$ cat config.mk
export PLATFORM = sky130hd
export DESIGN_NAME = ast_tx
export DESIGN_NICKNAME = d
export VERILOG_FILES = /design/src/verilog/ast_pkg.sv /design/src/verilog/ast_baud_gen.sv /design/src/verilog/ast_tx.sv
export VERILOG_INCLUDE_DIRS = /design/src /design/src/verilog
export SDC_FILE = /design/constraint.sdc
export NUM_CORES = 1
export LEC_CHECK = 0
export BUFFER_PORTS_ARGS = -buffer_cell sky130_fd_sc_hd__buf_2
export CAP_MARGIN = 20
export CORE_MARGIN = 2
export CORE_UTILIZATION = 51
export DETAILED_ROUTE_END_ITERATION = 16
export PLACE_DENSITY = 0.77
export SLEW_MARGIN = 15
export SYNTH_ARGS = -nofsm -noshare
export SYNTH_HDL_FRONTEND = slang
export SYNTH_HIERARCHICAL = 1
export SYNTH_SLANG_ARGS = --single-unit
$ cat constraint.sdc
create_clock -name mclk -period 2.2 [get_ports mclk]
set_clock_uncertainty 0.05 [all_clocks]
set_input_delay 0.11 -clock mclk [delete_from_list [all_inputs] [get_ports mclk]]
set_output_delay 0.11 -clock mclk [all_outputs]
set_load 0.02 [all_outputs]
$ cat src/verilog/ast_defs.svh
// Register offsets, field positions and reset values for the serial transmitter.
`ifndef AST_DEFS_SVH
`define AST_DEFS_SVH
`define AST_OFF_BAUD_CONTROL 12'h000
`define AST_OFF_RX_CONTROL_STATUS 12'h004
`define AST_OFF_DIVISOR_LOW 12'h008
`define AST_OFF_DIVISOR_HIGH 12'h00C
`define AST_OFF_TRANSMIT_BUFFER 12'h010
`define AST_OFF_TX_CONTROL_STATUS 12'h014
`define AST_OFF_IRQ_CONTROL 12'h018
`define AST_OFF_FLAG_STATUS 12'h01C
// Field positions in tx_control_status.
`define AST_TXS_NINE_BIT 6
`define AST_TXS_TRANSMIT_ON 5
`define AST_TXS_CLOCKED 4
`define AST_TXS_HIGH_SPEED 2
`define AST_TXS_SHIFTER_EMPTY 1
`define AST_TXS_NINTH_BIT 0
// Field positions in rx_control_status and baud_control.
`define AST_RXS_PORT_ON 7
`define AST_BC_TX_INVERT 4
`define AST_BC_WIDE 3
// Field positions in irq_control and flag_status.
`define AST_IRQ_TX_ON 0
`define AST_IRQ_PERIPH_ON 1
`define AST_IRQ_GLOBAL_ON 2
`define AST_FLAG_BUF_FREE 0
// Masks of the bits that software may write.
`define AST_TXS_WR_MASK 8'h75
`define AST_RXS_WR_MASK 8'h80
`define AST_BC_WR_MASK 8'h18
`define AST_IRQ_WR_MASK 8'h07
// Reset values.
`define AST_RST_BYTE 8'h00
`define AST_RST_WORD 32'h0000_0000
`define AST_RST_COUNT 16'h0000
`define AST_RST_BITS 4'h0
`define AST_RST_SHIFT 10'h000
// Frame shape: start plus nine data plus stop at most.
`define AST_BITS_EIGHT 4'h9
`define AST_BITS_NINE 4'hA
`define AST_ONE_BIT 4'h1
`define AST_ONE_COUNT 16'h0001
`define AST_DIV_BY_FOUR 2'h0
`define AST_DIV_BY_SIXTEEN 2'h2
`define AST_DIV_BY_SIXTYFOUR 2'h3
`endif

$ cat src/verilog/ast_pkg.sv
// Types shared by the serial transmitter files.
package ast_pkg;
    // Transmitter sequence states, one-hot.
    typedef enum logic [2:0] {
        AST_IDLE = 3'b001,
        AST_SEND = 3'b010,
        AST_LOAD = 3'b100
    } ast_state_t;
endpackage

$ cat src/verilog/ast_baud_gen.sv
// Baud generator: divides the system clock into one tick per bit period.
`timescale 1ns/1ps
`include "ast_defs.svh"
module ast_baud_gen (
    input wire logic mclk,
    input wire logic rst_n,
    input wire logic run,
    input wire logic wide_divider,
    input wire logic high_speed_divider,
    input wire logic [15:0] divisor,
    output logic bit_tick
);
    // Prescaler count between divisor steps and divisor count itself.
    logic [5:0] pre_count;
    logic [1:0] pre_sel;
    logic [15:0] div_count;
    logic pre_tick;
    logic [15:0] reload;

    // Prescale of 4, 16 or 64 set by the two speed bits.
    always_comb begin
        if (wide_divider && high_speed_divider) begin
            pre_sel = `AST_DIV_BY_FOUR;
        end else if (wide_divider || high_speed_divider) begin
            pre_sel = `AST_DIV_BY_SIXTEEN;
        end else begin
            pre_sel = `AST_DIV_BY_SIXTYFOUR;
        end
    end

    // The prescaler tick fires at the last count of the selected range.
    assign pre_tick = (pre_count[1:0] == 2'h3) &&
        ((pre_sel == `AST_DIV_BY_FOUR) ||
         (pre_sel == `AST_DIV_BY_SIXTEEN && pre_count[3:2] == 2'h3) ||
         (pre_count[5:2] == 4'hF));

    // In 8-bit mode only the low divisor byte counts.
    assign reload = wide_divider ? divisor : {8'h00, divisor[7:0]};

    // Prescaler runs freely while the port is active; stopping it restarts bit timing.
    always_ff @(posedge mclk) begin
        if (!rst_n || !run) begin
            pre_count <= 6'h00;
        end else if (pre_tick) begin
            pre_count <= 6'h00;
        end else begin
            pre_count <= pre_count + 6'h01;
        end
    end

    // Divisor counter: period is (divisor+1) prescaled steps. RULE_05 RULE_23
    always_ff @(posedge mclk) begin
        if (!rst_n || !run) begin
            div_count <= `AST_RST_COUNT;
            bit_tick <= 1'b0;
        end else begin
            bit_tick <= 1'b0;
            if (pre_tick) begin
                if (div_count >= reload) begin
                    div_count <= `AST_RST_COUNT;
                    bit_tick <= 1'b1;
                end else begin
                    div_count <= div_count + `AST_ONE_COUNT;
                end
            end
        end
    end
endmodule

$ cat src/verilog/ast_tx.sv
// Asynchronous serial transmitter with APB register access.
// Behaviour
// RULE_01 - Idle line held at mark level.
// RULE_02 - Frame: start, eight/nine data, stop.
// RULE_03 - Start bit space, stop bit mark.
// RULE_04 - Each bit lasts one baud period.
// RULE_05 - Baud generator divides clock, 8/16 bit.
// RULE_06 - Data bits sent LSB first.
// RULE_07 - Shared format and rate, no parity.
// RULE_08 - Active when transmit_on, async, port_on.
// RULE_09 - Port on forces transmit pin output.
// RULE_10 - Disabled section releases its pin.
// RULE_11 - Transmit_on sets buffer-free flag.
// RULE_12 - Buffer write starts; empty shifter loads immediately.
// RULE_13 - Busy shifter: load after stop bit.
// RULE_14 - Invert flips idle level and data.
// RULE_15 - Flag clear only when busy and queued.
// RULE_16 - Flag valid from second cycle after write.
// RULE_17 - Flag read-only, independent of irq enable.
// RULE_18 - Shifter_empty clears on load, no interrupt.
// RULE_19 - Nine-bit mode sends ninth bit as MSB.
// RULE_20 - Software writes ninth bit before data.
// RULE_21 - Software follows configuration order.
// RULE_22 - Irq on with flag set requests at once.
// RULE_23 - Divisor registers set tick; port off resets.
`timescale 1ns/1ps
`include "ast_defs.svh"
module ast_tx (
    input wire logic mclk,
    input wire logic rst_n,
    input wire logic psel,
    input wire logic penable,
    input wire logic pwrite,
    input wire logic [11:0] paddr,
    input wire logic [31:0] pwdata,
    output logic [31:0] prdata,
    output logic pready,
    output logic pslverr,
    output logic transmit_pin_out,
    output logic transmit_pin_oe,
    output logic tx_irq_request
);
    import ast_pkg::*;

    // Software registers.
    logic [7:0] baud_control; // Invert and wide divider bits.
    logic [7:0] rx_control_status; // Only the port-on bit lives here.
    logic [7:0] divisor_low; // Low byte of the bit divisor.
    logic [7:0] divisor_high; // High byte of the bit divisor.
    logic [7:0] transmit_buffer; // One-deep holding buffer.
    logic [7:0] tx_control_status; // Control bits; shifter_empty is merged on read.
    logic [7:0] irq_control; // Interrupt enables for the transmit request.

    // Transmit datapath.
    ast_state_t state; // Sequence state.
    ast_state_t next_state; // Its next value.
    logic [9:0] transmit_shifter; // Start, data and ninth bit, shifted right.
    logic [3:0] bits_left; // Bits still to send after the current one.
    logic buffer_full; // A character is waiting in the buffer.
    logic buffer_free_flag; // Registered view of the free flag.
    logic line_level; // True-polarity line value.
    logic bit_tick; // One pulse per bit period.

    // Decoded controls.
    logic port_on;
    logic transmit_on;
    logic clocked_mode;
    logic tx_active;
    logic nine_bit_tx;
    logic tx_invert;
    logic shifter_empty;
    logic apb_write;
    logic buffer_write;

    assign port_on = rx_control_status[`AST_RXS_PORT_ON];
    assign transmit_on = tx_control_status[`AST_TXS_TRANSMIT_ON];
    assign clocked_mode = tx_control_status[`AST_TXS_CLOCKED];
    // Only asynchronous mode is built, so a set clocked bit simply keeps us quiet.
    assign tx_active = transmit_on && !clocked_mode && port_on; // RULE_08
    assign nine_bit_tx = tx_control_status[`AST_TXS_NINE_BIT];
    assign tx_invert = baud_control[`AST_BC_TX_INVERT];
    assign shifter_empty = (state == AST_IDLE); // RULE_18
    assign apb_write = psel && penable && pwrite;
    assign buffer_write = apb_write && (paddr == `AST_OFF_TRANSMIT_BUFFER);

    // The slave always answers in the first access cycle and never errors.
    assign pready = 1'b1;
    assign pslverr = 1'b0;

    // Bit timing shares one generator, as a receiver would too. RULE_07
    ast_baud_gen u_baud (
        .mclk(mclk),
        .rst_n(rst_n),
        // Restarting it as a character leaves idle gives the start bit a full period. RULE_04
        .run(port_on && !(state == AST_IDLE && buffer_full)),
        .wide_divider(baud_control[`AST_BC_WIDE]),
        .high_speed_divider(tx_control_status[`AST_TXS_HIGH_SPEED]),
        .divisor({divisor_high, divisor_low}),
        .bit_tick(bit_tick)
    );

    // Control register writes; read-only bits are masked out.
    always_ff @(posedge mclk) begin
        if (!rst_n) begin
            baud_control <= `AST_RST_BYTE;
            rx_control_status <= `AST_RST_BYTE;
            divisor_low <= `AST_RST_BYTE;
            divisor_high <= `AST_RST_BYTE;
            tx_control_status <= `AST_RST_BYTE;
            irq_control <= `AST_RST_BYTE;
        end else if (apb_write) begin
            case (paddr)
                `AST_OFF_BAUD_CONTROL: begin
                    baud_control <= pwdata[7:0] & `AST_BC_WR_MASK;
                end
                `AST_OFF_RX_CONTROL_STATUS: begin
                    rx_control_status <= pwdata[7:0] & `AST_RXS_WR_MASK;
                end
                `AST_OFF_DIVISOR_LOW: begin
                    divisor_low <= pwdata[7:0];
                end
                `AST_OFF_DIVISOR_HIGH: begin
                    divisor_high <= pwdata[7:0];
                end
                `AST_OFF_TX_CONTROL_STATUS: begin
                    // Ninth bit is written here first, then the buffer. RULE_20
                    tx_control_status <= pwdata[7:0] & `AST_TXS_WR_MASK;
                end
                `AST_OFF_IRQ_CONTROL: begin
                    irq_control <= pwdata[7:0] & `AST_IRQ_WR_MASK;
                end
                default: begin
                    // Other offsets hold nothing writable here.
                end
            endcase
        end
    end

    // Holding buffer: written data is kept and readable back.
    always_ff @(posedge mclk) begin
        if (!rst_n) begin
            transmit_buffer <= `AST_RST_BYTE;
        end else if (buffer_write) begin
            transmit_buffer <= pwdata[7:0];
        end
    end

    // Buffer occupancy: a write fills it, a move into the shifter empties it.
    // Port off or transmit off discards any queued character. RULE_23
    always_ff @(posedge mclk) begin
        if (!rst_n || !tx_active) begin
            buffer_full <= 1'b0;
        end else if (buffer_write) begin
            // A write in the same cycle as a move wins, so no character is lost.
            buffer_full <= 1'b1; // RULE_12
        end else if (state == AST_LOAD) begin
            buffer_full <= 1'b0;
        end
    end

    // Next state of the transmit sequence.
    always_comb begin
        next_state = state;
        case (state)
            AST_IDLE: begin
                // Empty shifter: a buffered character moves over at once. RULE_12
                if (buffer_full) begin
                    next_state = AST_LOAD;
                end
            end
            AST_LOAD: begin
                next_state = AST_SEND;
            end
            AST_SEND: begin
                if (bit_tick && bits_left == `AST_RST_BITS) begin
                    // Stop bit done; a waiting character loads in one cycle. RULE_13
                    next_state = buffer_full ? AST_LOAD : AST_IDLE;
                end
            end
            default: begin
                next_state = AST_IDLE;
            end
        endcase
    end

    // State register; disabling the port or transmitter aborts the frame.
    always_ff @(posedge mclk) begin
        if (!rst_n || !tx_active) begin
            state <= AST_IDLE; // RULE_23
        end else begin
            state <= next_state;
        end
    end

    // Shifter: loading builds the frame, each tick moves one bit out.
    // The divider restarts on a load from idle, so the start bit gets a full period.
    always_ff @(posedge mclk) begin
        if (!rst_n || !tx_active) begin
            transmit_shifter <= `AST_RST_SHIFT;
            bits_left <= `AST_RST_BITS;
            line_level <= 1'b1;
        end else begin
            case (state)
                AST_LOAD: begin
                    // All ten bits move together; start bit goes first. RULE_19 RULE_02
                    transmit_shifter <= {tx_control_status[`AST_TXS_NINTH_BIT],
                        transmit_buffer, 1'b0};
                    bits_left <= nine_bit_tx ? `AST_BITS_NINE : `AST_BITS_EIGHT;
                    line_level <= 1'b0; // RULE_03
                end
                AST_SEND: begin
                    if (bit_tick) begin
                        // Each bit stands one full tick period. RULE_04
                        if (bits_left == `AST_ONE_BIT) begin
                            line_level <= 1'b1; // RULE_03
                        end else if (bits_left == `AST_RST_BITS) begin
                            // A queued start goes out on the stop's closing tick. RULE_13 RULE_04
                            line_level <= !buffer_full;
                        end else begin
                            // LSB first: next data bit is bit 1 before the shift. RULE_06
                            line_level <= transmit_shifter[1];
                        end
                        transmit_shifter <= {1'b1, transmit_shifter[9:1]};
                        if (bits_left != `AST_RST_BITS) begin
                            bits_left <= bits_left - `AST_ONE_BIT;
                        end
                    end
                end
                default: begin
                    line_level <= 1'b1; // RULE_01
                end
            endcase
        end
    end

    // Free flag: set whenever enabled and nothing queued. Updated one cycle after the
    // write, so it is correct from the second cycle on. RULE_11 RULE_15 RULE_16
    always_ff @(posedge mclk) begin
        if (!rst_n) begin
            buffer_free_flag <= 1'b0;
        end else begin
            buffer_free_flag <= tx_active && !buffer_full;
        end
    end

    // Interrupt request follows the flag only when all three enables are set. RULE_22
    always_ff @(posedge mclk) begin
        if (!rst_n) begin
            tx_irq_request <= 1'b0;
        end else begin
            tx_irq_request <= buffer_free_flag && irq_control[`AST_IRQ_TX_ON] &&
                irq_control[`AST_IRQ_PERIPH_ON] && irq_control[`AST_IRQ_GLOBAL_ON];
        end
    end

    // Pin drive: port on with transmit on in async mode claims the pin as output, else it is released. RULE_09 RULE_10
    always_ff @(posedge mclk) begin
        if (!rst_n) begin
            transmit_pin_oe <= 1'b0;
            transmit_pin_out <= 1'b1;
        end else begin
            transmit_pin_oe <= port_on && transmit_on && !clocked_mode;
            // Invert flips idle and data alike. RULE_14 RULE_01
            transmit_pin_out <= line_level ^ tx_invert;
        end
    end

    // Read data; status bits are merged from live state, flag is read-only. RULE_17
    always_ff @(posedge mclk) begin
        if (!rst_n) begin
            prdata <= `AST_RST_WORD;
        end else if (psel && !penable && !pwrite) begin
            case (paddr)
                `AST_OFF_BAUD_CONTROL: prdata <= {24'h000000, baud_control};
                `AST_OFF_RX_CONTROL_STATUS: prdata <= {24'h000000, rx_control_status};
                `AST_OFF_DIVISOR_LOW: prdata <= {24'h000000, divisor_low};
                `AST_OFF_DIVISOR_HIGH: prdata <= {24'h000000, divisor_high};
                `AST_OFF_TRANSMIT_BUFFER: prdata <= {24'h000000, transmit_buffer};
                `AST_OFF_TX_CONTROL_STATUS: begin
                    // Shifter state is reported without any interrupt path. RULE_18
                    prdata <= {24'h000000, tx_control_status[7:2], shifter_empty,
                        tx_control_status[0]};
                end
                `AST_OFF_IRQ_CONTROL: prdata <= {24'h000000, irq_control};
                `AST_OFF_FLAG_STATUS: prdata <= {31'h00000000, buffer_free_flag};
                default: prdata <= `AST_RST_WORD;
            endcase
        end
    end
endmodule
# Word level (Yosys, flattened, before mapping)
# Index checks and enable logic that the tools add are counted.
[totals]
in_bits = 49
elab_cells = 116
out_inout_bits = 37
register_bits = 113
[classes]
bitwise_logic = 2
n_eq_ne = 19
reduce_logical = 49
order_cmp = 1
add_sub_neg = 3
n_mux = 22
[ops]
columns = ["operator", "count"]
rows = [
  ["8-bit case mux with 8 select lines", 1],
  ["12-bit by 5-bit equality test with 1-bit output, second input constant", 4],
  ["16-bit two-way mux", 2],
  ["12-bit by 4-bit equality test with 1-bit output, second input constant", 2],
  ["10-bit case mux with 2 select lines", 1],
  ["1-bit logical AND", 19],
  ["16-bit by 1-bit adder with 16-bit output, second input constant", 1],
  ["16-bit greater-or-equal comparator", 1],
  ["2-bit AND reduction", 8],
  ["12-bit by 3-bit equality test with 1-bit output, second input constant", 1],
  ["12-bit zero test", 1],
  ["10-bit two-way mux", 1],
  ["3-bit two-way mux", 3],
  ["3-bit case mux with 3 select lines", 1],
  ["1-bit zero test", 8],
  ["4-bit two-way mux", 2],
  ["4-bit case mux with 2 select lines", 1],
  ["1-bit two-way mux", 7],
  ["6-bit by 1-bit adder with 6-bit output, second input constant", 1],
  ["2-bit equality test, second input constant", 3],
  ["2-bit inequality test, second input constant", 3],
  ["1-bit logical OR", 5],
  ["4-bit by 1-bit equality test with 1-bit output, second input constant", 1],
  ["4-bit equality test, second input constant", 1],
  ["other kinds (15)", 18],
]

# Depth between registers and ports, before layout
# Gate-level depths: netlist of run 1.
[depth]
depth_word = 10
ltp_mapped = 9
depth_no_buf = 7

# Cells and area by module
# Netlist of run 1, hierarchy kept.
[modules_own_cells]
columns = ["mod", "seq_area_each_um2", "area_each_um2", "cells_per_inst", "instances"]
rows = [
  ["ast_tx", 1301.2, 3220.6, 351, 1],
  ["ast_baud_gen", 460.4, 1530.2, 172, 1],
]

# Worst setup path after synthesis of run 1
# Ideal clock, no wire load.
[synth_timing]
kind = "reg-to-reg"
startpoint = "reg baud_control[3]"
endpoint = "reg u_baud.div_count[10]"
t_required_ps = 2011
setup_time_ps = 139
path_buffers = 2
stages_incl_launch_ff = 10
synth_period_minus_slack_ps = 2162
t_arrival_ps = 1972
slack_ps = 38
path_cell_list = "dfxtp_1 clkbuf_1 nand2_1 ha_1 nand4_2 nor3_1 nor4_4 a31oi_4 buf_6 nor3_2"
[synth_via]
elab_chain_cells = 8
word_cells_on_any_way = 13
cone_classes = "1 x order compare; 1 x eq/ne; 4 x mux; 7 x reduce/logical"
[synth_lines]
columns = ["item", "line_no", "text"]
rows = [
  ["start: declaration", "ast_tx.sv:46", "logic [7:0] baud_control;"],
  ["start signal: assignment", "ast_tx.sv:105", "baud_control <= `AST_RST_BYTE;"],
  ["start signal: assignment", "ast_tx.sv:114", "baud_control <= pwdata[7:0] & `AST_BC_WR_MASK;"],
  ["parallel branches: the longest is 8 deep, another holds 16-bit greater-or-equal comparator", "-", ""],
  ["end signal: assignment", "ast_baud_gen.sv:54", "div_count <= `AST_RST_COUNT;"],
  ["end signal: assignment", "ast_baud_gen.sv:60", "div_count <= `AST_RST_COUNT;"],
  ["end signal: assignment", "ast_baud_gen.sv:63", "div_count <= div_count + `AST_ONE_COUNT;"],
  ["end: declaration", "ast_baud_gen.sv:16", "logic [15:0] div_count;"],
]
# Parallel ways; which one is timed is not known.
# A chain may end at the register's enable or synchronous reset.

# Final worst setup path of run 1
[layout_timing]
startpoint = "reg u_baud.div_count[0]"
endpoint = "reg u_baud.div_count[2]"
[layout_via]
elab_chain_cells = 2
word_cells_on_any_way = 3
cone_classes = "1 x add/sub; 1 x order compare; 1 x mux"
[layout_lines]
columns = ["item", "line_no", "text"]
rows = [
  ["16-bit by 1-bit adder with 16-bit output (no source line) or 16-bit greater-or-equal comparator (tied branches)", "-", ""],
  ["16-bit two-way mux (*)", "ast_baud_gen.sv:59", "if (div_count >= reload) begin"],
]
# Mark *: on every way between the ends. The rest lies on a longest branch, timed or not.

==> flow_summary.ini, run 1 <==
[setup_path]
regToRegSetupSlack_ns = 0.15
worst_r2r_path_depth = 8
reg2reg_from = u_baud/div_count[0]$_SDFFE_PP0P_
critical_path.max_fanout = 15
worstReg2RegEnd = u_baud/div_count[2]$_SDFFE_PP0P_
cp_data_required_time_ns = 2.44
startpoint = u_baud/div_count[0]$_SDFFE_PP0P_
endpoint = u_baud/div_count[2]$_SDFFE_PP0P_
setup.worst_path.end_class = register
crit_type = register to register
setup.worst_path.start_class = register
worst_ep_arrival_time_ns = 2.28

[yosys]
synth.avg_cell_area_um2 = 9.08
synth_fa_ha_area_share_pct = 5.79
ff_latch_count_synth = 88
ys_dominant_reg_cell = dfxtp_1
synth_top_family_by_area = simple AND/OR/NAND/NOR gates
postSynthCellCount = 523
synth_compound_gate_area_share_pct = 9.64
synth_edf_count = 0
synth.distinct_cells = 60
multiplexer_share_of_the_synthesized_area_pct = 12.6
yosysSeqAreaShare_pct = 37.1
synth_warnings = 6
synth-async-reset-ratio_pct = 0
synth_largest_area_cell = dfxtp_1
netlist.area_leader.share_pct = 37.1
synth_area_mm2 = 0.00475
yosys.area_share.simple_pct = 23.4
yosys-top-cells-area = dfxtp_1, mux2i_1, nand2_1
yosys.area_share.xor_xnor_pct = 3.69

[timing]
report.final.setup_viol = 0
final_hold_violation_count = 0
final.setup.worst_slack_ns = 0.155
final_min_period_over_clock_period_pct = 93.0
fin_setup_tns_ns = 0
slew-limit-headroom_pct = 64.8
max_slew.worst_pin.slew_ns = 0.527
rsz0062_at_grt = false
slew_violations = 0
max_clock_freq_mhz = 489
final.min_clock_period_ns = 2.05

[global_routing]
grt.total_usage_pct = 21.3
global_route.overflow_total = 0
grt_start_max_net_pins = 34
grt_antenna_before_repair = 0
grt_first_pass_wirelength_um = 17100
number_of_global_route_vias_before_repair = 3629

[die]
core_area_mm2 = 0.00915
overall_die_area_mm2 = 0.0101
die_ht_um = 101
ios = 86
placementRows = 35
floorplan.initialDensity_pct = 51.9
chipWidth_um = 101

[route]
drtPass1Iterations = 4
detail_route.vias_per_cell = 5.59
vias = 3749
drc = 0
drt_iter0_drc = 236
postRouteWirelength_um = 10100
routedWlPerCell_um = 15.1
postRouteAntennaNets = 0

[layout]
finish.net_count = 626
finish.utilization_pct = 56.4
layout-drive-gt1-share_pct = 17.3
antenna-diode-count = 0
syn_to_final_growth_pct = 8.69
design_area_mm2 = 0.00516

[clock_network]
clock_pin_transition_on_the_worst_setup_and_hold_timing_paths_ns = 0.10
clock_insertion_delay_worst_skew_ns = 0.37
number_of_clock_sinks_seen_by_cts = 88
cts_tree = built
clock_path_buffers = 2
cts_hold_buffers = 0
clock_tree.root_cell = clkbuf_8
ctsHtreeMaxLevel = 3
cts_inserted_buffers = 9

[run]
maxCapViolations = 0

[place]
port_buffers = 35
gp_routability_congestion = 0.860
place_worst_setup_slack_ns = 0.0181
post_dp_hpwl_um = 7640
dpl-instance-area_mm2 = 0.00496

[pwr]
power.static_leakage_nw = 2.17
post-layout-total-power_mw = 2.83
ir_drop_uv = 352
p_per_area_mw_per_mm2 = 549

[run_status]
status = finished, final reports clean

[min_path]
holdCritPathClass = primary input to register
[power breakdown]
part	leakage (nW)	internal, mW	switching, mW	total [mW]
clock	0.0981	0.447	0.658	1.11
combinational	1.36	0.0352	0.102	0.137
sequential	0.709	1.59	0.0000198	1.59
[kinds of logic after synthesis]
family,after synthesis
other cells,2
flops,88
compound gates,66
simple gates,202
xor+xnor,20
mux,58
buf+inv,65
fa+ha+maj,22
[state kept, by name, summed over array words and instances (netlist names), 5 cells and up]
signal,cells
transmit_buffer,8
prdata,8
divisor_high,8
transmit_shifter,9
u_baud/pre_count,6
u_baud/div_count,16
tx_control_status,5
divisor_low,8
[placed cells by master (no fill, tap or decap), drive strengths merged, types with 4 or more instances in the layout]
master / n
o21ai: 18
nand4: 12
nor2: 30
a21oi: 16
nand3: 22
inv: 19
buf: 46
nor3b: 5
nand2b: 8
nor3: 21
and3: 6
xnor2: 4
ha: 22
a211oi: 11
mux2i: 54
nor2b: 5
dfxtp: 88
xor2: 16
nand2: 77
clkbuf: 9
conb: 26
[critical path, cell delays in order (launching register included)]
cell and delay (ns):
dfxtp_1 0.39, inv_1 0.10, ha_1 0.28, nand2b_4 0.14, a2111oi_2 0.33, nand4b_2 0.22
a31oi_4 0.11, buf_12 0.17, nor3_1 0.17
[layer usage]
layer,vias up,track usage [%],wire length [um]
met4,0,7.69,161
met5,-,0,0
met2,93,35.3,4880
met1,1787,27.9,4520
li1,1853,-,-
met3,16,3.68,579
[synth_stat cells, types with 2 or more instances]
| cell | number |
|---|---|
| nand2_1 | 77 |
| clkbuf_1 | 14 |
| dfxtp_1 | 88 |
| ha_1 | 22 |
| buf_2 | 5 |
| nor2_1 | 30 |
| a211oi_1 | 11 |
| nand3_4 | 2 |
| and3_1 | 6 |
| o21ai_0 | 18 |
| nor3_1 | 9 |
| mux2_2 | 3 |
| a31oi_1 | 2 |
| nand3_1 | 20 |
| mux2i_1 | 54 |
| and2_1 | 2 |
| nand2b_1 | 7 |
| buf_4 | 27 |
| xnor2_1 | 4 |
| o221a_2 | 2 |
| o22a_1 | 3 |
| nor3_2 | 11 |
| nor3b_1 | 5 |
| nand4b_1 | 2 |
| nor2b_1 | 5 |
| a21oi_1 | 16 |
| nand4_2 | 2 |
| xor2_1 | 16 |
| buf_6 | 2 |
| and4_1 | 2 |
| nand4_1 | 10 |
| inv_1 | 16 |
| nand3b_1 | 2 |
| conb_1 | 2 |
[timing repair]
| action | in CTS | in global routing |
|---|---|---|
| endpoints found under the setup margin | 0 | 16 |
| setup buffers | 0 | 0 |
| gates resized for setup | 0 | 2 |
[area by class of cell]
type                    count  area, um^2
fillers                   810        3990
multi-input cells         394        2720
flip-flops and latches     88        1770
repair buffers             46         283
well taps                 111         139
clock buffers               9         124
clock inverters             7        75.1
inverters                  16        60.1
[through the flow]
step                      std cells  hold WS (ns)
after global routing            671        0.0288
after global placement          655         0.379
after CTS                       671        0.0183
after floorplan                 547         0.263
after detailed placement        655         0.387
final                           671        0.0243
[worst min path at each step]
stage	startpoint	end	slack [ns]	cells past startpoint
final	pwdata[7]	rx_control_status[7]$_SDFFE_PN0P_	0.02	3
after global routing	rst_n	transmit_pin_out$_SDFF_PN1_	0.03	2
after CTS	pwdata[7]	divisor_high[7]$_SDFFE_PN0P_	0.02	3
after detailed placement	prdata[1]$_SDFFE_PN0P_	prdata[1]$_SDFFE_PN0P_	0.39	2
after global placement	u_baud/pre_count[0]$_SDFF_PP0_	u_baud/pre_count[0]$_SDFF_PP0_	0.38	1
after floorplan	pwdata[1]	transmit_buffer[1]$_SDFFE_PN0P_	0.26	2
(Power assumes the default switching activity.)
==> run 2: changes to the inputs <==
--- a/config.mk
+++ b/config.mk
@@ -13,4 +13,5 @@
 export DETAILED_ROUTE_END_ITERATION = 16
 export PLACE_DENSITY = 0.77
+export REMOVE_ABC_BUFFERS = 1
 export SLEW_MARGIN = 15
 export SYNTH_ARGS = -nofsm -noshare
==> constraint.sdc (replaced) <==
create_clock -name mclk -period 2.2 [get_ports mclk]
set_clock_uncertainty 0.05 [all_clocks]
set_input_delay 0.22 -clock mclk [delete_from_list [all_inputs] [get_ports mclk]]
set_output_delay 0.22 -clock mclk [all_outputs]
set_load 0.02 [all_outputs]
==> flow_summary.ini, run 2 (synthesis results as in run 1) <==
[setup_path]
worst_ep_arrival_time_ns = 2.25
setup.worst_path.start_class = register
crit_chain = nand2_1 > ha_1 > nand4_2 > nor3_1 > nor4_4 > a31oi_4 > buf_12 > nor3_2
critPathSlowestCell = dfxtp_4
worst_path_dominant_cell_family = simple AND/OR/NAND/NOR gates
crit_buf_inv = 1
cp_data_required_time_ns = 2.38
crit_type = register to register
critical_path.max_fanout = 15
slowest_stage_delay_cp_ns = 0.42
setup.worst_path.end_class = register

[layout]
top_regs = u_baud/div_count: 16 flops, transmit_shifter: 9 flops
layout-drive-gt1-share_pct = 17.4
largest_register_ffs = 16
design_area_mm2 = 0.00518
antenna-diode-count = 0
syn_to_final_growth_pct = 9.11
layout.cells.most_common = dfxtp_1
multi_input_area_mm2 = 0.00274
layout.cells.most_common_list = dfxtp_1, nand2_1, mux2i_1
post_layout_nonfiller_instances = 670
finish.net_count = 625
number_of_fillers_in_the_final_layout = 814
top_register = u_baud/div_count
final-seq-area_mm2 = 0.00177

[route]
vias = 3673
drtPass1Iterations = 4
routedWlPerCell_um = 14.9
detail_route.vias_per_cell = 5.48
postRouteWirelength_um = 9980
drc = 0
postRouteAntennaNets = 0
drt_iter0_drc = 121

[place]
dp_cells = 654
port_buffers = 35
post_dp_hpwl_um = 7470
gp_routability_congestion = 0.867
dpl-instance-area_mm2 = 0.00494
place_worst_setup_slack_ns = -0.0574

[pwr]
p_per_area_mw_per_mm2 = 564
power.switching_mw = 0.703
power.static_leakage_nw = 2.18
intPower_mw = 2.22
combinationalPowerShare_pct = 4.7
netSwitchingFraction_pct = 24.0
pwr-share-seq_pct = 54.4
clkPwrFrac_pct = 41.0
ir_drop_uv = 402

[die]
floorplan.initialDensity_pct = 51.9
placementRows = 35
ios = 86
chipWidth_um = 101
die_ht_um = 101
core_area_mm2 = 0.00915
overall_die_area_mm2 = 0.0101

[timing]
final.min_clock_period_ns = 2.07
final_hold_violation_count = 0
final_min_period_over_clock_period_pct = 94.1
rsz0062_at_grt = false
max_slew.worst_pin.slew_ns = 0.616
max_clock_freq_mhz = 483
final.hold.worst_slack_ns = 0.152
slew-limit-headroom_pct = 58.8
slew_violations = 0
final.setup.worst_slack_ns = 0.129
report.final.setup_viol = 0

[clock_network]
cts_inserted_buffers = 9
clock_insertion_delay_worst_skew_ns = 0.36
number_of_clock_sinks_seen_by_cts = 88
clock_pin_transition_on_the_worst_setup_and_hold_timing_paths_ns = 0.09
clock_path_buffers = 2
cts_tree = built
clock_tree.root_cell = clkbuf_8
ctsHtreeMaxLevel = 3
cts_hold_buffers = 0

[min_path]
holdCritPathClass = primary input to register

[global_routing]
grt_antenna_before_repair = 0
global_route.overflow_total = 0
grt.total_usage_pct = 20.8
number_of_global_route_vias_before_repair = 3683
grt_start_max_net_pins = 38
grt_first_pass_wirelength_um = 16800

[run_status]
status = finished, final reports clean

[run]
maxCapViolations = 0
-- run 2: area by class of cell --
type / instances / area share, %
multi-input cells: 394 / 52.9
flip-flops and latches: 88 / 34.1
repair buffers: 45 / 5.07
clock buffers: 11 / 2.92
well taps: 111 / 2.68
clock inverters: 5 / 1.23
inverters: 16 / 1.16
-- run 2: per-stage QoR --
step	power [mW]	setup TNS (ns)	utilization, %
global placement	1.76	0	54.0
floorplan	1.70	-0.447	-
global route	3.02	0	56.6
CTS	2.94	0	56.4
finish	2.92	0	56.6
detailed placement	1.76	-0.730	54.0
-- run 2: worst register-to-register path, cell delays in order, from the launching register on --
cell	delay, ns
dfxtp_4	0.42
nand2_1	0.08
ha_1	0.33
nand4_2	0.17
nor3_1	0.35
nor4_4	0.11
a31oi_4	0.20
buf_12	0.18
nor3_2	0.06
-- run 2: path summary, 6_finish.rpt --
path,startpoint,to,slack [ns],cells after the start
worst max-delay path,baud_control[3]$_SDFFE_PN0P_,u_baud/div_count[9]$_SDFFE_PP0P_,0.13,8
worst max register to register,baud_control[3]$_SDFFE_PN0P_,u_baud/div_count[9]$_SDFFE_PP0P_,0.13,8
worst min-delay path,pwdata[3],transmit_buffer[3]$_SDFFE_PN0P_,0.15,3
worst min register to register,prdata[7]$_SDFFE_PN0P_,prdata[7]$_SDFFE_PN0P_,0.41,2
-- run 2: layer usage --
metal,vias up,GRT usage (%),routed length (um)
met5,-,0,0
met4,0,9.59,187
met3,14,3.68,450
met2,83,35.0,4830
met1,1735,25.9,4510
li1,1841,-,-
-- run 2: power groups by stage --
stage               registers, mW  logic, mW  clock network, mW
global placement             1.63      0.132                  0
finish                       1.59      0.136               1.20
detailed placement           1.63      0.134                  0
floorplan                    1.63     0.0719                  0
global route                 1.59      0.148               1.29
CTS                          1.59      0.135               1.21
-- run 2: what timing repair did --
action                     CTS  global route
pin swaps                    0             0
setup buffers                0             0
setup endpoints to repair   15            20
gates cloned                 0             0
gates resized for setup      1             5
==> run 3: changes to the inputs <==
Settings changed: CORE_ASPECT_RATIO set to 1.25.
==> flow_summary.ini, run 3 (synthesis results as in run 1) <==
[setup_path]
worst_ep_arrival_time_ns = 2.33
cp_data_required_time_ns = 2.43
crit_chain = nand2_1 > ha_1 > nand4_2 > nor3_2 > nand4b_2 > a31oi_4 > buf_12 > nor2b_1
critical_path.max_fanout = 16
critPathSlowestCell = dfxtp_2
setup.worst_path.end_class = register
crit_type = register to register
setup.worst_path.start_class = register
slowest_stage_delay_cp_ns = 0.39

[die]
core_area_mm2 = 0.00913
ios = 86
floorplan.initialDensity_pct = 52.1
overall_die_area_mm2 = 0.0101
die_ht_um = 112
placementRows = 39
chipWidth_um = 90.3

[layout]
layout-drive-gt1-share_pct = 17.1
finish.net_count = 626
design_area_mm2 = 0.00526
final-seq-area_mm2 = 0.00176
layout.cells.most_common = dfxtp_1
syn_to_final_growth_pct = 10.7
antenna-diode-count = 0
top_register = u_baud/div_count
number_of_fillers_in_the_final_layout = 792
largest_register_ffs = 16
multi_input_area_mm2 = 0.00272
layout.cells.most_common_list = dfxtp_1, nand2_1, mux2i_1
top_regs = u_baud/div_count: 16 flops, transmit_shifter: 9 flops

[timing]
final_min_period_over_clock_period_pct = 95.7
max_slew.worst_pin.slew_ns = 0.636
final.setup.worst_slack_ns = 0.0954
final.hold.worst_slack_ns = 0.154
max_clock_freq_mhz = 475
report.final.setup_viol = 0
final.min_clock_period_ns = 2.10
slew-limit-headroom_pct = 57.4
final_hold_violation_count = 0
slew_violations = 0
rsz0062_at_grt = false

[route]
vias = 3744
postRouteAntennaNets = 0
drtPass1Iterations = 4
drt_iter0_drc = 212
routedWlPerCell_um = 15.3
postRouteWirelength_um = 10500
drc = 0
detail_route.vias_per_cell = 5.48

[clock_network]
clock_insertion_delay_worst_skew_ns = 0.35
cts_inserted_buffers = 9
ctsHtreeMaxLevel = 3
number_of_clock_sinks_seen_by_cts = 88
cts_hold_buffers = 0
clock_path_buffers = 2
cts_tree = built
clock_pin_transition_on_the_worst_setup_and_hold_timing_paths_ns = 0.06
clock_tree.root_cell = clkbuf_16

[global_routing]
global_route.overflow_total = 0
number_of_global_route_vias_before_repair = 3745
grt_antenna_before_repair = 0
grt_first_pass_wirelength_um = 17600
grt_start_max_net_pins = 21
grt.total_usage_pct = 21.5

[place]
dpl-instance-area_mm2 = 0.00496
place_worst_setup_slack_ns = 0.0333
port_buffers = 35
gp_routability_congestion = 0.803
post_dp_hpwl_um = 7690

[pwr]
ir_drop_uv = 355
power.static_leakage_nw = 2.21
p_per_area_mw_per_mm2 = 615

[min_path]
holdCritPathClass = primary input to register

[run_status]
status = finished, final reports clean

[run]
maxCapViolations = 0
-- run 3: cell count changes in the layout (fill, tap and decap cells not counted), moves of 2 or more --
cell / delta
clkbuf_1: +2
clkbuf_8: -11
nor3_2: +2
clkinv_4: -2
clkbuf_16: +9
-- run 3: path summary, 6_finish.rpt --
check	end	slack (ns)	depth (start not counted)	startpoint
max	u_baud/bit_tick$_SDFF_PP0_	0.1	8	baud_control[3]$_SDFFE_PN0P_
min	divisor_high[5]$_SDFFE_PN0P_	0.15	3	pwdata[5]
max reg2reg	u_baud/bit_tick$_SDFF_PP0_	0.1	8	baud_control[3]$_SDFFE_PN0P_
min reg2reg	u_baud/pre_count[0]$_SDFF_PP0_	0.40	1	u_baud/pre_count[0]$_SDFF_PP0_
-- run 3: repair_timing --
item / CTS / global route
setup buffers: 0 / 0
gates resized for setup: 0 / 2
setup endpoints to repair: 0 / 16
-- run 3: metrics by stage --
step           util [%]  setup TNS (ns)  total power [mW]  cells
2_1_floorplan         -          -0.447              1.70    498
3_5_place_dp       54.4               0              1.76    667
5_1_grt            57.6               0              3.32    683
3_3_place_gp       54.4               0              1.76    667
6_report           57.6               0              3.24    683
4_1_cts            57.6               0              3.25    683
-- run 3: routing by layer --
layer	wire length, um	vias up	part of all wire, %	track usage, %
met5	0	-	0	0
met2	5260	94	50	37.5
met3	380	27	3.6	4.67
met4	392	0	3.7	10.9
met1	4420	1781	42	24.7
li1	-	1842	-	-
-- run 3: cell type report --
cell class                 instances  area share [%]
multi-input combinational        394            51.8
timing repair buffer              46            5.14
tap                              123            2.93
inverter                          16            1.14
clock inverter                     5            1.07
clock buffer                      11            4.43
sequential                        88            33.5
-- run 3: critical path, delay by kind of cell, from the launching register on --
kind | cells | cell delay, ns
AOI/OAI and AO/OA | 1 | 0.23
buffers and inverters | 1 | 0.18
and+or+nand+nor | 5 | 0.83
adders and majority gates | 1 | 0.34
DFF | 1 | 0.39
-- run 3: power breakdown --
| part | leakage [nW] | total [mW] | internal (mW) | switching, mW |
|---|---|---|---|---|
| logic | 1.36 | 0.138 | 0.0349 | 0.103 |
| clock network | 0.140 | 1.51 | 0.880 | 0.625 |
| registers | 0.709 | 1.59 | 1.59 | 0.0000205 |
| total | 2.21 | 3.24 | 2.51 | 0.728 |
